==> src/hw/port1_pkg.sv <==
`default_nettype none

package port1_pkg;

    // Port geometry and bus widths
    localparam int PORT_WIDTH = 8;
    localparam int ADDR_WIDTH = 16;
    localparam int DATA_WIDTH = 32;

    // Register byte addresses (all printed offsets are word aligned)
    localparam logic [15:0] OFF_PIN_FUNCTION_SELECT = 16'hff98;
    localparam logic [15:0] OFF_PULLUP_CONTROL      = 16'hff9c;
    localparam logic [15:0] OFF_OUTPUT_LATCH        = 16'hffd4;
    localparam logic [15:0] OFF_DIRECTION           = 16'hffe4;

    // Values after reset
    localparam logic [7:0] RST_PIN_FUNCTION_SELECT = 8'h00;
    localparam logic [7:0] RST_PULLUP_CONTROL      = 8'h00;
    localparam logic [7:0] RST_OUTPUT_LATCH        = 8'h00;
    localparam logic [7:0] RST_DIRECTION           = 8'h00;
    localparam logic [7:0] RST_PIN_OE_N            = 8'hff;
    localparam logic [7:0] RST_PIN_OUT             = 8'h00;
    localparam logic [7:0] RST_PULLUP_EN           = 8'h00;
    localparam logic       RST_EXT_INTERRUPT       = 1'b1;

    // Read value of the write-only direction register
    localparam logic [7:0] DIRECTION_READ_VALUE = 8'hff;

    // Pin function select field positions
    localparam int BIT_EXT_INTERRUPT_THREE = 7;
    localparam int BIT_EXT_INTERRUPT_TWO   = 6;
    localparam int BIT_EXT_INTERRUPT_ONE   = 5;
    localparam int BIT_RESERVED            = 4;
    localparam int BIT_CAPTURE_INPUT       = 3;
    localparam int BIT_COMPARE_OUT_HIGH    = 2;
    localparam int BIT_COMPARE_OUT_LOW     = 1;
    localparam int BIT_CLOCK_OUT           = 0;

    // Field groups of the pin function select register
    localparam logic [7:0] MODE_WRITABLE_MASK = 8'hef;
    localparam logic [7:0] MODE_ALT_IN_MASK   = 8'he8;
    localparam logic [7:0] MODE_ALT_OUT_MASK  = 8'h07;

    // Timer clock select value that routes pin 7 to the event input
    localparam logic [2:0] EVENT_SEL_PIN = 3'h0;

endpackage

`default_nettype wire

==> src/hw/pin_sync_if.sv <==
`default_nettype none

// Synchronised pin levels handed from the synchroniser to the port
interface pin_sync_if
    import port1_pkg::*;
#(
    parameter int WIDTH = PORT_WIDTH
);
    logic [WIDTH-1:0] level;

    modport producer (output level);
    modport consumer (input level);
endinterface

`default_nettype wire

==> src/hw/pin_synchroniser.sv <==
`default_nettype none

module pin_synchroniser
    import port1_pkg::*;
#(
    parameter int WIDTH = PORT_WIDTH
) (
    input  wire logic             pclk,
    input  wire logic             presetn,
    input  wire logic [WIDTH-1:0] pin_raw,
    pin_sync_if.producer          sync
);

    logic [WIDTH-1:0] stage_one;

    // First stage feeds only the second; pins are asynchronous
    always_ff @(posedge pclk or negedge presetn) begin
        if (!presetn) begin
            stage_one  <= '0;
            sync.level <= '0;
        end else begin
            stage_one  <= pin_raw;
            sync.level <= stage_one;
        end
    end

endmodule

`default_nettype wire

==> src/hw/port1_gpio_block.sv <==
// Overview of operation
// RULE_01 - Eight-bit output latch holds one data bit per port pin.
// RULE_02 - Each pin's direction is chosen independently of the others.
// RULE_03 - Port read returns latch bit where direction bit is one.
// RULE_04 - Port read returns sampled pin level where direction bit is zero.
// RULE_05 - Reset clears the output latch to zero.
// RULE_06 - Direction bit one makes the pin an output driven by its latch.
// RULE_07 - Direction bit zero makes the pin an input, driver off.
// RULE_08 - Direction and latch act only while the pin is general I/O; the direction bit still gates the pull-up on alternate input pins.
// RULE_09 - Direction register is write-only and reads as all ones.
// RULE_10 - Reset clears the direction register, all pins inputs.
// RULE_11 - Pins 7 to 5 may serve as external interrupt inputs 3 to 1.
// RULE_12 - Pin 7 may feed the timer event input, gated by clock select.
// RULE_13 - Pin 3 may serve as the capture timer input.
// RULE_14 - Pins 2 and 1 may drive compare high and low outputs.
// RULE_15 - Pin 0 may drive the interval timer clock output.
// RULE_16 - For input pins, pull-up bit one enables the pull-up, zero not.
// RULE_17 - Mode bit one selects alternate function, zero general I/O.
// RULE_18 - Mode bit 4 is reserved and always reads as zero.
// RULE_19 - Selected peripheral output drives the pin regardless of latch.
`default_nettype none

module port1_gpio_block
    import port1_pkg::*;
(
    input  wire logic                  pclk,
    input  wire logic                  presetn,
    input  wire logic                  psel,
    input  wire logic                  penable,
    input  wire logic                  pwrite,
    input  wire logic [ADDR_WIDTH-1:0] paddr,
    input  wire logic [DATA_WIDTH-1:0] pwdata,
    input  wire logic [3:0]            pstrb,
    output logic      [DATA_WIDTH-1:0] prdata,
    output logic                       pready,
    output logic                       pslverr,
    input  wire logic [PORT_WIDTH-1:0] pin_in,
    output logic      [PORT_WIDTH-1:0] pin_out,
    output logic      [PORT_WIDTH-1:0] pin_oe_n,
    output logic      [PORT_WIDTH-1:0] pullup_en,
    input  wire logic                  compare_out_high,
    input  wire logic                  compare_out_low,
    input  wire logic                  interval_timer_clock_out,
    input  wire logic [2:0]            event_clock_select,
    output logic                       ext_interrupt_three,
    output logic                       ext_interrupt_two,
    output logic                       ext_interrupt_one,
    output logic                       timer_event_input,
    output logic                       capture_timer_input
);

    // Software-visible registers
    logic [7:0] port1_output_latch;
    logic [7:0] port1_direction;
    logic [7:0] port1_pullup_control;
    logic [7:0] port1_pin_function_select;

    // Next values of the pin-side flops
    logic [7:0] next_pin_out;
    logic [7:0] next_pin_oe_n;
    logic [7:0] next_pullup_en;
    logic [7:0] alt_out;

    // Bus phase decode
    logic       setup_phase;
    logic       access_phase;
    logic       wr_commit;
    logic [7:0] wr_byte;

    pin_sync_if #(.WIDTH(PORT_WIDTH)) sync_bus ();

    // Pins come from the board, so two flops before any use
    pin_synchroniser #(
        .WIDTH (PORT_WIDTH)
    ) u_pin_sync (
        .pclk    (pclk),
        .presetn (presetn),
        .pin_raw (pin_in),
        .sync    (sync_bus.producer)
    );

    // Address compare, used for every register
    function automatic logic reg_hit(input logic [15:0] addr,
                                     input logic [15:0] off);
        return addr == off;
    endfunction

    // Any documented register at this address
    function automatic logic mapped(input logic [15:0] addr);
        return reg_hit(addr, OFF_PIN_FUNCTION_SELECT)
            || reg_hit(addr, OFF_PULLUP_CONTROL)
            || reg_hit(addr, OFF_OUTPUT_LATCH)
            || reg_hit(addr, OFF_DIRECTION);
    endfunction

    // Port data read: latch for outputs, pin level for inputs
    function automatic logic [7:0] port_read(input logic [7:0] latch,
                                             input logic [7:0] dir,
                                             input logic [7:0] pins);
        return (latch & dir) | (pins & ~dir);
    endfunction

    // Read mux; upper bits read as zero
    function automatic logic [31:0] read_word(input logic [15:0] addr,
                                              input logic [7:0] latch,
                                              input logic [7:0] dir,
                                              input logic [7:0] pucr,
                                              input logic [7:0] mode,
                                              input logic [7:0] pins);
        logic [7:0] value;
        value = 8'h00;
        if (reg_hit(addr, OFF_OUTPUT_LATCH)) begin
            value = port_read(latch, dir, pins);       // see RULE_03
        end else if (reg_hit(addr, OFF_DIRECTION)) begin
            value = DIRECTION_READ_VALUE;              // see RULE_09
        end else if (reg_hit(addr, OFF_PULLUP_CONTROL)) begin
            value = pucr;
        end else if (reg_hit(addr, OFF_PIN_FUNCTION_SELECT)) begin
            value = mode & MODE_WRITABLE_MASK;         // see RULE_18
        end
        return {24'h000000, value};
    endfunction

    // Setup and access phases of the APB transfer
    assign setup_phase  = psel && !penable;
    assign access_phase = psel && penable && pready;
    assign wr_commit    = access_phase && pwrite && pstrb[0];
    assign wr_byte      = pwdata[7:0];

    // Zero-wait answer: pready is high in the first access cycle
    always_ff @(posedge pclk or negedge presetn) begin
        if (!presetn) begin
            pready  <= 1'b0;
            prdata  <= 32'h00000000;
            pslverr <= 1'b0;
        end else if (setup_phase && !pready) begin
            pready  <= 1'b1;
            pslverr <= !mapped(paddr);
            if (pwrite) begin
                prdata <= 32'h00000000;
            end else begin
                prdata <= read_word(paddr, port1_output_latch,
                                    port1_direction, port1_pullup_control,
                                    port1_pin_function_select,
                                    sync_bus.level);   // see RULE_04
            end
        end else begin
            pready  <= 1'b0;
            prdata  <= 32'h00000000;
            pslverr <= 1'b0;
        end
    end

    // Output latch, one bit per pin
    always_ff @(posedge pclk or negedge presetn) begin
        if (!presetn) begin
            port1_output_latch <= RST_OUTPUT_LATCH;     // see RULE_05
        end else if (wr_commit && reg_hit(paddr, OFF_OUTPUT_LATCH)) begin
            port1_output_latch <= wr_byte;              // see RULE_01
        end
    end

    // Direction bits, each written independently of the others
    always_ff @(posedge pclk or negedge presetn) begin
        if (!presetn) begin
            port1_direction <= RST_DIRECTION;           // see RULE_10
        end else if (wr_commit && reg_hit(paddr, OFF_DIRECTION)) begin
            port1_direction <= wr_byte;                 // see RULE_02
        end
    end

    // Pull-up enables
    always_ff @(posedge pclk or negedge presetn) begin
        if (!presetn) begin
            port1_pullup_control <= RST_PULLUP_CONTROL;
        end else if (wr_commit && reg_hit(paddr, OFF_PULLUP_CONTROL)) begin
            port1_pullup_control <= wr_byte;
        end
    end

    // Pin function select; reserved bit never stored
    always_ff @(posedge pclk or negedge presetn) begin
        if (!presetn) begin
            port1_pin_function_select <= RST_PIN_FUNCTION_SELECT;
        end else if (wr_commit
                     && reg_hit(paddr, OFF_PIN_FUNCTION_SELECT)) begin
            port1_pin_function_select <= wr_byte
                                         & MODE_WRITABLE_MASK; // see RULE_17
        end
    end

    // Pin drive: general I/O, alternate input, or peripheral output
    always_comb begin
        alt_out = 8'h00;
        alt_out[BIT_COMPARE_OUT_HIGH] = compare_out_high;     // see RULE_14
        alt_out[BIT_COMPARE_OUT_LOW]  = compare_out_low;      // see RULE_14
        alt_out[BIT_CLOCK_OUT] = interval_timer_clock_out; // see RULE_15
        // Latch and direction only count for general I/O pins
        next_pin_out = (port1_output_latch & ~port1_pin_function_select)
                     | (alt_out & port1_pin_function_select
                        & MODE_ALT_OUT_MASK);                 // see RULE_19
        next_pin_oe_n = (~port1_direction & ~port1_pin_function_select)
                      | (port1_pin_function_select
                         & MODE_ALT_IN_MASK);                 // see RULE_08
        // Pull-up off where a peripheral drives the pin
        next_pullup_en = port1_pullup_control & ~port1_direction
                       & ~(port1_pin_function_select
                           & MODE_ALT_OUT_MASK);              // see RULE_16
    end

    // Pin flops, so the pads see no decode glitches
    always_ff @(posedge pclk or negedge presetn) begin
        if (!presetn) begin
            pin_out   <= RST_PIN_OUT;
            pin_oe_n  <= RST_PIN_OE_N;
            pullup_en <= RST_PULLUP_EN;
        end else begin
            pin_out   <= next_pin_out;                  // see RULE_06
            pin_oe_n  <= next_pin_oe_n;                 // see RULE_07
            pullup_en <= next_pullup_en;
        end
    end

    // Alternate inputs; deselected lines rest at their idle level
    always_ff @(posedge pclk or negedge presetn) begin
        if (!presetn) begin
            ext_interrupt_three <= RST_EXT_INTERRUPT;
            ext_interrupt_two   <= RST_EXT_INTERRUPT;
            ext_interrupt_one   <= RST_EXT_INTERRUPT;
            timer_event_input   <= 1'b0;
            capture_timer_input <= 1'b0;
        end else begin
            ext_interrupt_three <=
                port1_pin_function_select[BIT_EXT_INTERRUPT_THREE]
                ? sync_bus.level[BIT_EXT_INTERRUPT_THREE]
                : RST_EXT_INTERRUPT;                    // see RULE_11
            ext_interrupt_two <=
                port1_pin_function_select[BIT_EXT_INTERRUPT_TWO]
                ? sync_bus.level[BIT_EXT_INTERRUPT_TWO]
                : RST_EXT_INTERRUPT;                    // see RULE_11
            ext_interrupt_one <=
                port1_pin_function_select[BIT_EXT_INTERRUPT_ONE]
                ? sync_bus.level[BIT_EXT_INTERRUPT_ONE]
                : RST_EXT_INTERRUPT;                    // see RULE_11
            // Event input shares pin 7 only when the timer asks for it
            timer_event_input <=
                port1_pin_function_select[BIT_EXT_INTERRUPT_THREE]
                && (event_clock_select == EVENT_SEL_PIN)
                && sync_bus.level[BIT_EXT_INTERRUPT_THREE]; // see RULE_12
            capture_timer_input <=
                port1_pin_function_select[BIT_CAPTURE_INPUT]
                && sync_bus.level[BIT_CAPTURE_INPUT];   // see RULE_13
        end
    end

    logic read_answer;
    assign read_answer = access_phase && !pwrite;
endmodule

`default_nettype wire

==> config.mk <==
export PLATFORM = sky130hd
export DESIGN_NAME = port1_gpio_block
export DESIGN_NICKNAME = d
export VERILOG_FILES = /design/src/hw/port1_pkg.sv /design/src/hw/pin_sync_if.sv /design/src/hw/pin_synchroniser.sv /design/src/hw/port1_gpio_block.sv
export SDC_FILE = /design/constraint.sdc
export NUM_CORES = 1
export LEC_CHECK = 0
export BUFFER_PORTS_ARGS = -buffer_cell sky130_fd_sc_hd__buf_2
export CAP_MARGIN = 10
export CORE_ASPECT_RATIO = 0.6
export CORE_UTILIZATION = 54
export CTS_BUF_LIST = sky130_fd_sc_hd__clkbuf_4 sky130_fd_sc_hd__clkbuf_8
export DETAILED_ROUTE_END_ITERATION = 10
export HOLD_SLACK_MARGIN = 0.08
export PLACE_DENSITY = 0.95
export SYNTH_ARGS = -nofsm -noshare
export SYNTH_HDL_FRONTEND = slang
export SYNTH_HIERARCHICAL = 1
export SYNTH_SLANG_ARGS = --single-unit
==> constraint.sdc <==
create_clock -name pclk -period 4 [get_ports pclk]
set_input_delay 0.4 -clock pclk [delete_from_list [all_inputs] [get_ports pclk]]
set_output_delay 0.4 -clock pclk [all_outputs]
set_load 0.05 [all_outputs]
==> impl_results.md <==
* # DRC at 0
* Max-slew headroom at 25.8%
* FFs w/ async S/R, synth at 100%
* CTS max path bufs at 2
* Setup TNS at 0 ps
* Synth Area per Inst at 14.3 um^2
* Critical Path Max Stage Delay at 710 ps
* Worst Tran Pin Value at 1100 ps
* Crit-path leading delay family: simple AND/OR/NAND/NOR gates
* Die width at 105 um
* Ant diodes at 0
* Setup Fix Bufs, Post-CTS at 0
* Area of the multi-input gates at 1130 um^2
* Core Rows at 22
* Via count at 2102
* Minimum clock period after layout at 2290 ps
* Skew final at 8.91 ps
* Clock power frac at 35.6%
* Critical path arrival at 2530 ps
* Top-Level Pins at 134
* Critical path data required time at 4240 ps
* Fillers at 478
* FF+latch area at 2170 um^2
* CTS Hold Buffers Added at 0
* Main synth FF type: dfrtp_1
* Sink Count at 86
* Leakage power at 2.04 nW
* Via density at 5.05
* Share of cells above drive strength 1 at 46.7%
* DP HPWL at 4330 um
* Final nets at 398
* Number of global-route vias before repair at 2055
* Placed inst area at 3830 um^2
* Worst skew pair latency at 360 ps
* Worst path slowest cell: nor4_4
* Final wirelength at 6330 um
* Post-DRT Antenna Nets at 0
* Initial drt markers at 99
* Port bufs at 82
* Post-synthesis sequential area ratio at 63.1%
* Final Cell Area at 4020 um^2
* Worst setup SP type: primary input
* Area of the core at 6140 um^2
* Critical-path cell list: buf_2 > inv_2 > or4_1 > nor4_4 > mux2_2
* WP buf/inv at 2
* Largest net degree at the start of global routing at 87
* PostCTS Resize Cnt at 0
* Die area at 6690 um^2
* DIE HEIGHT at 63.8 um
* Seq cells post-synth at 86
* Routability cong. at 0.770
* Initial antenna violation count at 0
* Distinct cells, synth at 35
* Clock slew at the register clock pins of the worst setup and hold paths at 80 ps
* CTS H-tree lvls at 3
* Crit path capture type: flip-flop
* RSZ-0062 raised after global routing: no
* Flop pwr share at 57.2%
* Post-Synthesis Cell Area at 3430 um^2
* CTS tree: done
* Pwr Density at 384 nW/um^2
* Synthesis Warnings at 6
* Internal Power at 1.15 mW
* Root Buffer: clkbuf_8
* Num CTS Buffers at 9
* Post-synthesis instance total at 240
* Syn-to-layout area delta at 16.9%
* Finish-stage setup viols at 0
* Final period util at 57.2%
* Hold WC Path Type: in -> reg
* EDFF count, synth at 0
* Fmax achieved at 437 MHz
* Remaining Overflow, GRT at 0
* Wire per inst at 15.2 um
* Drt first pass iters at 7
* Final hold violation count at 0
* First-pass GRT wire length at 10400 um
* P_sw at 397 uW
* Critical Setup Path Class: in -> reg
* Run status: completed
* Initial Util at 56.0%
* Slew Limit Fails at 0
* CP max FO at 10
* Max VDD drop at 0.260 mV
* Combinational share of power at 7.3%
* Sw Ratio at 25.7%
* GR Util All Layers at 21.3%
* Max Cap Viol at 0
==> flip-flops by register name, summed over array words and instances (netlist names), 7 cells and up <==
register and flops:
pin_out 8, pin_oe_n 8, pullup_en 8, u_pin_sync/sync.level 8
u_pin_sync/stage_one 8, port1_direction 8, port1_output_latch 8, prdata 8
port1_pullup_control 8, port1_pin_function_select 7
==> Yosys cell counts (2+ instances only) <==
master | n | area share [%]
a221oi_1 | 7 | 1.8
and2_1 | 4 | 0.73
buf_2 | 2 | 0.29
buf_4 | 24 | 5.2
dfrtp_1 | 75 | 55
dfstp_2 | 11 | 8.4
inv_1 | 2 | 0.22
mux2_2 | 42 | 14
mux2i_1 | 7 | 2.0
nand2_1 | 5 | 0.55
nand2b_1 | 10 | 1.8
nand3_1 | 8 | 1.2
nand3b_1 | 3 | 0.66
nor2_1 | 5 | 0.55
nor2b_1 | 9 | 1.6
nor4_1 | 5 | 0.91
nor4_4 | 2 | 1.2
or4_1 | 2 | 0.44
==> worst paths after layout <==
path,slack (ps),end,depth (start not counted),startpoint
max in group asynchronous,3140,pullup_en[5]$_DFF_PN0_,1,presetn
min in group asynchronous,210,port1_direction[1]$_DFFE_PN0P_,1,presetn
setup reg to reg,1810,port1_pin_function_select[3]$_DFFE_PN0P_,4,pready$_DFF_PN0_
hold reg to reg,350,u_pin_sync/sync.level[3]$_DFF_PN0_,0,u_pin_sync/stage_one[3]$_DFF_PN0_
hold / removal,140,u_pin_sync/stage_one[7]$_DFF_PN0_,1,pin_in[7]
setup / recovery,1710,port1_direction[5]$_DFFE_PN0P_,5,paddr[2]
==> placed cells by master, fill, tap and decap left out, types with 2 or more instances in the layout <==
cell and instances:
a221oi_1 7, and2_1 4, buf_2 81, clkbuf_8 10, clkinv_4 4, conb_1 24
dfrtp_1 75, dfstp_2 11, inv_1 2, mux2_2 42, mux2i_1 7, nand2_1 5
nand2b_1 10, nand3_1 8, nand3b_1 3, nor2_1 5, nor2b_1 9, nor4_1 5
nor4_4 2, or4_1 2
==> layout make-up <==
cell class,count,area share (%)
Clock buffer,10,3.43
Clock inverter,6,1.18
Inverter,3,0.280
Multi-Input combinational cell,145,28.3
Sequential cell,86,53.9
Tap cell,84,2.62
Timing Repair Buffer,82,10.3
==> power groups by stage <==
stage	combinational [mW]	sequential, mW	clock [mW]
2_1_floorplan	0.0827	0.902	0
3_3_place_gp	0.111	0.899	0
3_5_place_dp	0.113	0.899	0
4_1_cts	0.113	0.882	0.566
5_1_grt	0.122	0.883	0.608
6_report	0.112	0.882	0.549
==> metrics by stage <==
| stage | utilization [%] | instances | power [mW] | worst slack, ps | hold WS (ps) |
|---|---|---|---|---|---|
| final | 65.4 | 416 | 1.54 | 1710 | 141 |
| after global routing | 65.4 | 416 | 1.61 | 1600 | 109 |
| after CTS | 65.4 | 416 | 1.56 | 1710 | 120 |
| after detailed placement | 62.4 | 400 | 1.01 | 1300 | 335 |
| after global placement | 62.4 | 400 | 1.01 | 1340 | 332 |
| after floorplan | - | 263 | 0.984 | 1770 | 104 |
==> metal layers <==
layer  global-route usage, %  share of wire [%]  wire [um]
met5                       0                  0          0
met4                    7.75               0.87         55
met3                    9.49                 10        637
met2                    30.8                 45       2860
met1                    28.7                 44       2780
==> cells by family (layout without fill, tap and decap cells) <==
family / Yosys count / count (layout) / share of synthesized area (%)
other: 1 / 24 / 0.109
DFF: 86 / 86 / 63.1
and+or+nand+nor: 63 / 63 / 12.3
AOI/OAI and AO/OA: 8 / 8 / 2.04
muxes: 49 / 49 / 15.8
xor gates and xnor gates: 1 / 1 / 0.255
buffers and inverters: 32 / 101 / 6.41
No activity file was read; power rests on OpenSTA's default activity.
